--- src/twl_pkg.sv ---
package twl_pkg;

  // ------------------------------------------------------------
  // word layout
  // ------------------------------------------------------------
  localparam int unsigned WORD_W    = 32;
  localparam int unsigned SEL_W     = 3;
  localparam int unsigned SEL_LSB   = 0;
  localparam int unsigned NUM_REGS  = 6;
  localparam logic [31:0] REG_RESET = 32'h0000_0000;

  // ------------------------------------------------------------
  // power-down bit positions within selected words
  // ------------------------------------------------------------
  localparam logic [2:0]  PD_REG_SEL = 3'h2;
  localparam int unsigned PD_BIT_POS = 5;
  localparam int unsigned PUMP_3ST_POS = 4;

  // ------------------------------------------------------------
  // pin timing and the counts derived from it
  // ------------------------------------------------------------
  localparam int unsigned CLK_PERIOD_NS = 100;
  localparam int unsigned LOAD_PULSE_NS = 20;
  localparam int unsigned LOAD_PULSE_CYC =
    (LOAD_PULSE_NS + CLK_PERIOD_NS - 1) / CLK_PERIOD_NS;

  typedef struct packed {
    logic serial_clk;
    logic serial_data;
    logic load_strobe;
    logic chip_enable;
  } twl_pins_t;

  typedef struct packed {
    logic powered;
    logic pump_tristate;
  } twl_power_t;

endpackage

--- src/twl_sync.sv ---
`timescale 1ns/10ps
`default_nettype none
module twl_sync
  import twl_pkg::*;
#(
  parameter int unsigned W = 4
) (
  input  wire logic         clock,    // system clock
  input  wire logic         sys_rst,  // synchronous reset
  input  wire logic [W-1:0] async_in, // pins from outside
  output logic      [W-1:0] level,    // filtered level
  output logic      [W-1:0] rise      // one-cycle rising pulse
);

  // ------------------------------------------------------------
  // three stages; a change counts once stages two and three agree
  // ------------------------------------------------------------
  logic [W-1:0] s1_q;
  logic [W-1:0] s2_q;
  logic [W-1:0] s3_q;
  logic [W-1:0] level_q;

  wire  [W-1:0] agree = ~(s2_q ^ s3_q);
  wire  [W-1:0] level_d = (agree & s2_q) | (~agree & level_q);

  always_ff @(posedge clock) begin
    if (sys_rst) begin
      s1_q    <= '0;
      s2_q    <= '0;
      s3_q    <= '0;
      level_q <= '0;
    end else begin
      s1_q    <= async_in;
      s2_q    <= s1_q;
      s3_q    <= s2_q;
      level_q <= level_d;
    end
  end

  assign level = level_q;
  assign rise  = level_d & ~level_q;

endmodule
`default_nettype wire

--- src/twl_port.sv ---
`timescale 1ns/10ps
`default_nettype none
// Operation
// shift data on each serial clock rise
// words arrive msb first
// low three bits select target register
// strobe rise loads word into selected register
// chip enable low: powered down, pump tristated
// chip enable high: power-down bits still apply
// host keeps strobe low during shifting
module twl_port
  import twl_pkg::*;
#(
  parameter int unsigned WIDTH = WORD_W,
  parameter int unsigned REGS  = NUM_REGS
) (
  input  wire logic             clock,          // 10 MHz system clock
  input  wire logic             sys_rst,        // synchronous reset, high
  input  wire twl_pins_t        pins,           // raw serial pins
  output logic [WIDTH-1:0]      reg_word [REGS], // loaded registers
  output logic [REGS-1:0]       reg_loaded,     // one-cycle load pulse per register
  output logic [WIDTH-1:0]      shift_word,     // current shift register
  output logic                  powered,        // device powered up
  output logic                  pump_output,    // pump drive level (idle low)
  output logic                  pump_output_oe  // pump driven, low is high-z
);

  // ------------------------------------------------------------
  // pin synchronisation
  // ------------------------------------------------------------
  logic [3:0] lvl;
  logic [3:0] rise;

  twl_sync #(.W(4)) u_sync (
    .clock    (clock),
    .sys_rst  (sys_rst),
    .async_in ({pins.serial_clk, pins.serial_data, pins.load_strobe, pins.chip_enable}),
    .level    (lvl),
    .rise     (rise)
  );

  wire sclk_rise = rise[3];
  wire sdata     = lvl[2];
  wire load_rise = rise[1];
  wire chip_en   = lvl[0];

  // ------------------------------------------------------------
  // shift register
  // ------------------------------------------------------------
  logic [WIDTH-1:0] shift_q;
  // clock rise is taken from level_d, one cycle ahead of the filtered data level, so data must settle a cycle before the clock rises
  wire  [WIDTH-1:0] shift_d = {shift_q[WIDTH-2:0], sdata}; // see R01

  always_ff @(posedge clock) begin
    if (sys_rst) begin
      shift_q <= '0;
    end else if (sclk_rise) begin
      shift_q <= shift_d;
    end
  end

  // ------------------------------------------------------------
  // register select and load
  // ------------------------------------------------------------
  // the strobe edge is not gated against clock edges; the host must finish
  // the word first, or a half-shifted word is loaded
  wire [SEL_W-1:0] sel = shift_q[SEL_LSB +: SEL_W];
  wire             sel_ok = (32'(sel) < REGS);
  wire             do_load = load_rise & sel_ok; // see R04

  logic [WIDTH-1:0] regs_q [REGS];
  logic [REGS-1:0]  loaded_q;

  always_ff @(posedge clock) begin
    if (sys_rst) begin
      for (int i = 0; i < REGS; i++) begin
        regs_q[i] <= WIDTH'(REG_RESET);
      end
      loaded_q <= '0;
    end else begin
      for (int i = 0; i < REGS; i++) begin
        loaded_q[i] <= do_load && (32'(sel) == i);
        if (do_load && (32'(sel) == i)) begin
          regs_q[i] <= shift_q;
        end
      end
    end
  end

  // ------------------------------------------------------------
  // power control
  // ------------------------------------------------------------
  twl_power_t pwr_q;
  wire soft_pd   = regs_q[PD_REG_SEL][PD_BIT_POS];
  wire soft_3st  = regs_q[PD_REG_SEL][PUMP_3ST_POS];
  wire powered_d = chip_en & ~soft_pd; // see R05
  wire pump_3st_d = ~chip_en | soft_pd | soft_3st; // see R05

  always_ff @(posedge clock) begin
    if (sys_rst) begin
      pwr_q <= '{powered: 1'b0, pump_tristate: 1'b1};
    end else begin
      pwr_q.powered       <= powered_d;
      pwr_q.pump_tristate <= pump_3st_d;
    end
  end

  assign reg_word       = regs_q;
  assign reg_loaded     = loaded_q;
  assign shift_word     = shift_q;
  assign powered        = pwr_q.powered;
  assign pump_output    = 1'b0;
  assign pump_output_oe = ~pwr_q.pump_tristate;

endmodule
`default_nettype wire

--- config.mk ---
export PLATFORM = sky130hd
export DESIGN_NAME = twl_port
export DESIGN_NICKNAME = d
export VERILOG_FILES = /design/src/twl_pkg.sv /design/src/twl_sync.sv /design/src/twl_port.sv
export SDC_FILE = /design/constraint.sdc
export NUM_CORES = 1
export LEC_CHECK = 0
export ABC_AREA = 1
export BUFFER_PORTS_ARGS = -buffer_cell sky130_fd_sc_hd__buf_4
export CAP_MARGIN = 5
export CELL_PAD_IN_SITES_DETAIL_PLACEMENT = 1
export CELL_PAD_IN_SITES_GLOBAL_PLACEMENT = 1
export CORE_ASPECT_RATIO = 0.5
export CORE_MARGIN = 8
export CORE_UTILIZATION = 37
export CTS_CLUSTER_SIZE = 12
export DETAILED_ROUTE_END_ITERATION = 16
export PLACE_DENSITY = 0.83
export SYNTH_ARGS = -nofsm -noshare
export SYNTH_HDL_FRONTEND = slang
export SYNTH_HIERARCHICAL = 1
export SYNTH_SLANG_ARGS = --single-unit
--- constraint.sdc ---
create_clock -name clock -period 1.9 [get_ports clock]
set_input_delay 0.38 -clock clock [delete_from_list [all_inputs] [get_ports clock]]
set_output_delay 0.38 -clock clock [all_outputs]
set_load 0.01 [all_outputs]
# After elaboration in Yosys (flattened, before gate mapping)
# Index checks and enable logic that the tools add are counted.
# classes
mul,0
add_sub_neg,0
reduce_logical,7
n_mux,0
bitwise_logic,15
n_shift,0
n_lt_le_gt_ge,1
div_mod_pow,0
n_eq_ne,5
# op_table
cell,n
$and A4 B4 Y4,3
$not A4 Y4,3
$eq A3 B2 Y1 const B,2
$eq A3 B3 Y1 const B,2
$logic_and A1 B1 Y1,6
$or A4 B4 Y4,1
$xor A4 B4 Y4,1
$eq A3 B1 Y1 const B,1
$logic_not A3 Y1,1
$lt A3 B3 Y1 const B,1
$not A1 Y1,3
$and A1 B1 Y1,2
$or A1 B1 Y1,2
# word_totals
mem_count,0
latchBits,0
mem_bits_rw,0
register_bits,248
input_bits,6
mem_bits_ro,0
output_inout_bits,233
word_cells,42

# Longest topological paths before layout
# Gate-level depths: netlist (run 1).
# logic_depth
depth_word,8
mapped_depth,11
mapped_depth_nobuf,9

# Modules after synthesis
# The synthesis (run 1) kept the hierarchy.
# by_module_without_submodules
mod,area_each_um2,cells_each,seq_area_each_um2,instances
twl_port,8577.0,1180,4644.5,1
twl_sync,564.3,74,320.3,1

# Least setup slack after synthesis (run 1)
# OpenSTA, ideal clock, no wires.
# synth_path
path_type,reg-to-reg
from,reg u_sync.level_q[1] (netlist: u_sync/level[1])
to,reg regs_q (netlist bit reg_word[147])
setup_ns,0.113
n_path_buf,2
setup_slack_ns,0.354
arrival_time_ns,1.433
period_less_slack_ns,1.546
t_required_ns,1.787
stages_incl_launch_ff,12
cell_sequence,dfxtp_1 nand2_1 nand2_1 nand2_1 nor2_1 inv_2 nor2_2 buf_2 buf_2 nand3_1 nand2_1 nor2_1
# synth_between
elab_chain_len,5
word_cells_on_any_way,6
classes_between,bitwise (5); reduce/logical (1)
# synth_rtl
item,line,rtl
start: declaration,twl_sync.sv:21,logic [W-1:0] level_q;
start signal: assignment,twl_sync.sv:36,level_q <= level_d;
$and A4 B4 Y4,twl_sync.sv:24,wire [W-1:0] level_d = (agree & s2_q) | (~agree & level_q);
$or A4 B4 Y4,twl_sync.sv:24,
$and A4 B4 Y4 *,twl_sync.sv:41,assign rise = level_d & ~level_q;
net rise[1],twl_port.sv:32,logic [3:0] rise;
$and A1 B1 Y1 *,twl_port.sv:69,wire do_load = load_rise & sel_ok;
$logic_and A1 B1 Y1 *,twl_port.sv:83,if (do_load && (32'(sel) == i)) begin
end signal: indexed assignment,twl_port.sv:77,regs_q[i] <= WIDTH'(REG_RESET);
end signal: indexed assignment,twl_port.sv:84,regs_q[i] <= shift_q;
end: declaration,twl_port.sv:71,logic [WIDTH-1:0] regs_q [REGS];
# Mark *: on every way through the listed nets, which the timed path passes. The rest lies on a longest branch.
# A chain may end at the register's enable or synchronous reset.

# Worst setup path in the final report (run 1)
# layout_path
from,reg u_sync.level_q[1] (netlist: u_sync/level[1])
to,reg regs_q (netlist bit reg_word[118])
# Same word-level chain as after synthesis.

==> results of run 1 <==
[area by class of cell]
type	instances	area [µm²]	area share (%)
inverter	58	223	1.84
sequential	248	4960	41.0
clock inverter	1	30.0	0.248
clock buffer	35	683	5.64
timing repair buffer	264	2170	18.0
multi-input combinational	857	3610	29.8
tap	336	420	3.47
[layer usage]
metal  GRT usage, %  up-vias  wire, µm
li1               -     4290         -
met1           24.6     4317     13400
met2           40.0      207     17500
met3           3.73       60      1640
met4           6.90        0      1020
met5              0        -         0
[worst max path at each step]
stage,endpoint,depth (start not counted),slack (ns),start
detailed placement,reg_word[155]$_SDFFE_PP0P_,9,0.09,u_sync/level[1]$_SDFF_PP0_
floorplan,reg_word[147]$_SDFFE_PP0P_,11,0.35,u_sync/level[1]$_SDFF_PP0_
global route,reg_word[131]$_SDFFE_PP0P_,10,0.009,u_sync/level[1]$_SDFF_PP0_
global placement,reg_word[144]$_SDFFE_PP0P_,9,0.19,u_sync/level[1]$_SDFF_PP0_
finish,reg_word[118]$_SDFFE_PP0P_,10,0.16,u_sync/level[1]$_SDFF_PP0_
CTS,reg_word[89]$_SDFFE_PP0P_,9,0.07,u_sync/level[1]$_SDFF_PP0_
[power breakdown]
part,internal [W],total (W),switching [W]
logic,0.0000950,0.000289,0.000194
registers,0.00522,0.00523,0.0000128
clock network,0.00260,0.00459,0.00199
total,0.00791,0.0101,0.00220
[critical path: stages (launching register included)]
cell and delay, ns:
dfxtp_1 0.37, nand2_1 0.08, nand2_1 0.05, nand2_1 0.09
nor2_2 0.17, inv_2 0.06, nor2_4 0.11, clkbuf_16 0.34
nand3_1 0.13, nand2_1 0.10, nor2_1 0.05
[registers in the layout (all words and copies together), names as in the netlist]
name and cells:
u_sync/s1_q 4, pwr_q 1, u_sync/s3_q 4, powered 1
u_sync/level 4, shift_word 32, u_sync/s2_q 4, reg_loaded 6
reg_word 192
[stage by stage]
stage | total power [W] | cell area (µm²)
6_report | 0.0101 | 12100
5_1_grt | 0.0104 | 12100
4_1_cts | 0.0102 | 12100
3_5_place_dp | 0.00564 | 11400
3_3_place_gp | 0.00563 | 11400
2_1_floorplan | 0.00555 | 9130
==> summary.md, run 1 <==
| Metric | Value |
|---|---|
| Status | complete, no violations |
| Fin cells | 1799 |
| Cells after Synth | roughly 1300 |
| Fraction of the cycle the final worst path needs | between 90% and 100% |
| Leak Pwr | 5.31 nW |
| Number of DRC markers in iteration 0 | slightly above 500 |
| Syn Area/Cell | ~7.3 µm² |
| CP Launch Type | register |
| Min Hold Slack | between 0.07 and 0.08 ns |
| Setup tns final | 0 ns |
| R2r endpoint | reg_word[118]$_SDFFE_PP0P_ |
| Final HPWL DP | 23300 µm |
| Fin. Hold Viols | 0 |
| Initial antenna violation count | 0 |
| Clk slew on worst S/H paths | ~0.060 ns |
| Setup bufs post-CTS | 0 |
| DRC | 0 |
| Clock Path Buffers | 3 |
| DRT Pass-1 Iters | 4 |
| Crit path arrival time | ~2.1 ns |
| Cts repair resizes | 0 |
| Antenna viol nets, final | 0 |
| Clock latency on the worst-skew pair | approximately 0.52 ns |
| Commonest non-fill, non-tap cells in the layout | nor2_1 (389), buf_4 (249), dfxtp_1 (248) |
| Max-Cap Viols | 0 |
| CTS Hold Buffers Added | 0 |
| Fin crit period | roughly 1.7 ns |
| Worst Setup End Kind | register |
| Synthesized area | ~0.009 mm² |
| Final WL | ~34000 µm |
| CTS tree | done |
| Post-Syn Nets | 1258 |
| Reg2Reg Depth | 10 |
| Grt ovf | 0 |
| First-pass GRT wire length | around 53000 µm |
| Crit Path Max Fanout | 94 |
| Yosys warnings | 6 |
| Commonest non-fill, non-tap cell in the layout | nor2_1 |
| Final slew viol count | 0 |
| R2r setup slk | around 0.16 ns |
| Pin count of the biggest net entering global routing | 95 |
| Final Skew | approximately 0.012 ns |
| CP Class | reg2reg |
| Core area | roughly 0.024 mm² |
| H-tree depth | 1 |
| ANT cells | 0 |
| Share of layout cells above drive strength 1 | between 20 and 25% |
| Die ar. | slightly above 0.03 mm² |
| Initial core utilization | between 30% and 40% |
| RSZ-0062 raised after global routing | false |
| Post-detailed-route wirelength per cell | ~19 µm |
| Hold endpoint | u_sync/s1_q[1]$_SDFF_PP0_ |
| Maximum vdd drop | 0.512 mV |
| Post-layout net count | between 1000 and 1500 |
| Layout Utilization | between 50 and 60% |
| Fmax | roughly 0.58 GHz |
| Reg2reg start | u_sync/level[1]$_SDFF_PP0_ |
| Clock root buffer | clkbuf_16 |
| Hold Crit Start | pins[1] |
| Post-Place Worst Slack | 0.0920 ns |
| Placed cells | 1763 |
| WP data required | about 2.3 ns |
| Total clock sinks | approximately 250 |
| FP Rows | 40 |
| PnR worst setup slack | roughly 0.16 ns |
| Filler instances | a little over 3000 |
| Setup Viol. Count Final | 0 |
| Num CTS Buffers | 25 |
| Io pins | 239 |
| Hold Crit Class | in2reg |
| P per Cell Area | around 840 mW/mm² |
| Vias in the first global route | ~9400 |
| Die Y | around 130 µm |
| Via density | about 4.9 |
| Die Width | between 200 and 250 µm |
| GPL Wtd Cong | around 0.81 |
| Number of buffers added on ports | around 240 |
| Hold path cells | 3 |
| Gr usage total | a little over a fifth |
| Vias | 8874 |
| Area Overhead vs Synth | 32.5% |
No activity file was read; power rests on OpenSTA's default activity.
==> inputs of run 2 (changes only) <==
--- a/config.mk
+++ b/config.mk
@@ -11,11 +11,10 @@
 export CELL_PAD_IN_SITES_DETAIL_PLACEMENT = 1
 export CELL_PAD_IN_SITES_GLOBAL_PLACEMENT = 1
 export CORE_ASPECT_RATIO = 0.5
-export CORE_MARGIN = 8
-export CORE_UTILIZATION = 37
+export CORE_UTILIZATION = 40
 export CTS_CLUSTER_SIZE = 12
 export DETAILED_ROUTE_END_ITERATION = 16
-export PLACE_DENSITY = 0.83
+export PLACE_DENSITY = 0.88
 export SYNTH_ARGS = -nofsm -noshare
 export SYNTH_HDL_FRONTEND = slang
 export SYNTH_HIERARCHICAL = 1
==> constraint.sdc (replaced) <==
create_clock -name clock -period 2 [get_ports clock]
set_input_delay 0.4 -clock clock [delete_from_list [all_inputs] [get_ports clock]]
set_output_delay 0.4 -clock clock [all_outputs]
set_load 0.01 [all_outputs]
==> run 2 against run 1 <==
Cell area shrank 1.2%. First-iteration DRC count shrank 12%. Critical path depth shrank 1. Clock power shrank 10%. Register-to-register slack lost 0.02 ns. Fmax shrank 6.6%. Via count grew 1.4%.
==> summary.md, run 2 (synthesized netlist as in run 1, its figures left out) <==
| Metric | Value |
|---|---|
| Hold Crit Class | in2reg (unchanged) |
| Commonest non-fill, non-tap cells in the layout | nor2_1 (390), buf_4 (248), dfxtp_1 (248) (was nor2_1 (389), buf_4 (249), dfxtp_1 (248)) |
| Initial core utilization | 41.5% (was 37.9%) |
| CP Class | reg2reg (unchanged) |
| Max-Cap Viols | 0 (unchanged) |
| Antenna viol nets, final | 0 (unchanged) |
| Area Overhead vs Synth | 31.0% (was 32.5%) |
| R2r endpoint | reg_word[118]$_SDFFE_PP0P_ (unchanged) |
| Max reg flops | 192 (unchanged) |
| Setup bufs post-CTS | 0 (unchanged) |
| Commonest non-fill, non-tap cell in the layout | nor2_1 (unchanged) |
| Clock Path Buffers | 3 (unchanged) |
| CTS Hold Buffers Added | 0 (unchanged) |
| First-pass GRT wire length | 49300 µm (was 52600 µm) |
| Clock power frac | 44.0% (was 45.4%) |
| Clk slew on worst S/H paths | 0.06 ns (about the same) |
| Die Width | 216 µm (was 238 µm) |
| Via density | 5.11 (was 4.93) |
| Logic pwr share | 2.9% (about the same) |
| FP Rows | 38 (was 40) |
| Status | complete, no violations (unchanged) |
| Worst Setup End Kind | register (unchanged) |
| Setup Viol. Count Final | 0 (unchanged) |
| WP data required | 2.44 ns (was 2.30 ns) |
| Fin. Hold Viols | 0 (unchanged) |
| ANT cells | 0 (unchanged) |
| Clock root buffer | clkbuf_16 (unchanged) |
| Fraction of the cycle the final worst path needs | 93.1% (was 91.5%) |
| DRC | 0 (unchanged) |
| Switch share | 22.0% (was 21.7%) |
| Hold Crit Start | pins[3] (was pins[1]) |
| Maximum vdd drop | 0.404 mV (was 0.512 mV) |
| P per Cell Area | 783 mW/mm² (was 835 mW/mm²) |
| Setup tns final | 0 ns (unchanged) |
| CP Launch Type | register (unchanged) |
| Fmax | 0.537 GHz (was 0.575 GHz) |
| Clock latency on the worst-skew pair | 0.52 ns (about the same) |
| Hold endpoint | u_sync/s1_q[3]$_SDFF_PP0_ (was u_sync/s1_q[1]$_SDFF_PP0_) |
| Grt ovf | 0 (unchanged) |
| GPL Wtd Cong | 0.802 (was 0.805) |
| Vias | 8994 (was 8874) |
| RSZ-0062 raised after global routing | true (was false) |
| Post-route cell area | 0.0120 mm² (was 0.0121 mm²) |
| Internal Dissipation | 0.00731 W (was 0.00791 W) |
| Initial antenna violation count | 0 (unchanged) |
| Reg2reg start | u_sync/level[1]$_SDFF_PP0_ (unchanged) |
| Final HPWL DP | 21400 µm (was 23300 µm) |
| Fin crit period | 1.86 ns (was 1.74 ns) |
| Sequential Power Share | 53.0% (was 51.7%) |
| Final WL | 31700 µm (was 33600 µm) |
| Die Y | 109 µm (was 127 µm) |
| Crit path arrival time | 2.30 ns (was 2.14 ns) |
| H-tree depth | 1 (unchanged) |
| Number of DRC markers in iteration 0 | 449 (was 513) |
| Gr usage total | 26.5% (was 21.4%) |
| Final slew viol count | 0 (unchanged) |
| Share of layout cells above drive strength 1 | 21.2% (was 21.5%) |
| Fin cells | 1760 (was 1799) |
| Post-detailed-route wirelength per cell | 18.0 µm (was 18.7 µm) |
| DRT Pass-1 Iters | 4 (unchanged) |
| Die ar. | 0.0235 mm² (was 0.0303 mm²) |
| Num CTS Buffers | 25 (unchanged) |
| Reg2Reg Depth | 9 (was 10) |
| Hold path cells | 3 (unchanged) |
| Post-place instance area | 0.0113 mm² (was 0.0114 mm²) |
| Number of buffers added on ports | 237 (unchanged) |
| Crit Path Max Fanout | 15 (was 94) |
| Post-layout net count | 1458 (was 1460) |
| Core area | 0.0220 mm² (was 0.0241 mm²) |
| Psw | 0.00207 W (was 0.00220 W) |
| Total clock sinks | 248 (unchanged) |
| Vias in the first global route | 9181 (was 9407) |
| Pin count of the biggest net entering global routing | 76 (was 95) |
| CTS tree | done (unchanged) |
| Final Skew | 0.00984 ns (was 0.0117 ns) |
| Leak Pwr | 5.27 nW (was 5.31 nW) |
| Io pins | 239 (unchanged) |
| Placed cells | 1725 (was 1763) |
| R2r setup slk | 0.14 ns (was 0.16 ns) |
-- run 2: per-stage QoR --
stage | setup WS [ns] | hold slack (ns) | utilization [%] | power (W)
floorplan | 0.454 | 0.388 | - | 0.00527
global placement | 0.275 | 0.391 | 51.3 | 0.00534
detailed placement | 0.178 | 0.397 | 51.3 | 0.00535
CTS | 0.141 | 0.0681 | 54.3 | 0.00946
global route | -0.0161 | 0.0838 | 54.3 | 0.00968
finish | 0.138 | 0.0836 | 54.3 | 0.00937
-- run 2: final cells by class --
class                   count  area (µm²)
clock buffers              32         652
clock inverters             3        15.0
fillers                  2774       10000
inverters                  58         223
multi-input cells         857        3600
flip-flops and latches    248        4960
well taps                 300         375
repair buffers            262        2130
-- run 2: what timing repair did --
action                     4_1_cts  5_1_grt
setup endpoints to repair        0       15
gates resized for setup          0        1
hold endpoints to repair         0        0
-- run 2: worst max-delay path, stage by stage, from the launching register on --
cell	delay [ns]
dfxtp_1	0.36
nand2_1	0.07
nand2_1	0.05
nand2_1	0.07
nor2_1	0.22
nand2_1	0.32
nor2_4	0.23
buf_4	0.25
nor2_1	0.08
nor2_1	0.13
-- run 2: power groups by stage --
stage | logic [W] | registers (W) | clock network [W]
2_1_floorplan | 0.000191 | 0.00508 | 0
3_3_place_gp | 0.000260 | 0.00508 | 0
3_5_place_dp | 0.000270 | 0.00508 | 0
4_1_cts | 0.000274 | 0.00497 | 0.00422
5_1_grt | 0.000305 | 0.00497 | 0.00440
6_report | 0.000273 | 0.00497 | 0.00413
-- run 2: worst max-delay path by stage --
stage | slack [ns] | depth (start not counted) | end | start
3_5_place_dp | 0.18 | 10 | reg_word[177]$_SDFFE_PP0P_ | u_sync/level[1]$_SDFF_PP0_
3_3_place_gp | 0.28 | 10 | reg_word[80]$_SDFFE_PP0P_ | u_sync/level[1]$_SDFF_PP0_
2_1_floorplan | 0.45 | 11 | reg_word[147]$_SDFFE_PP0P_ | u_sync/level[1]$_SDFF_PP0_
6_report | 0.14 | 9 | reg_word[118]$_SDFFE_PP0P_ | u_sync/level[1]$_SDFF_PP0_
4_1_cts | 0.14 | 10 | reg_word[154]$_SDFFE_PP0P_ | u_sync/level[1]$_SDFF_PP0_
5_1_grt | -0.02 | 10 | reg_word[43]$_SDFFE_PP0P_ | u_sync/level[1]$_SDFF_PP0_
-- run 2: layer usage --
| layer | wire length (µm) | global-route usage [%] |
|---|---|---|
| met3 | 1560 | 4.99 |
| met1 | 13500 | 32.0 |
| met5 | 0 | 0 |
| met2 | 15700 | 47.6 |
| met4 | 945 | 9.73 |
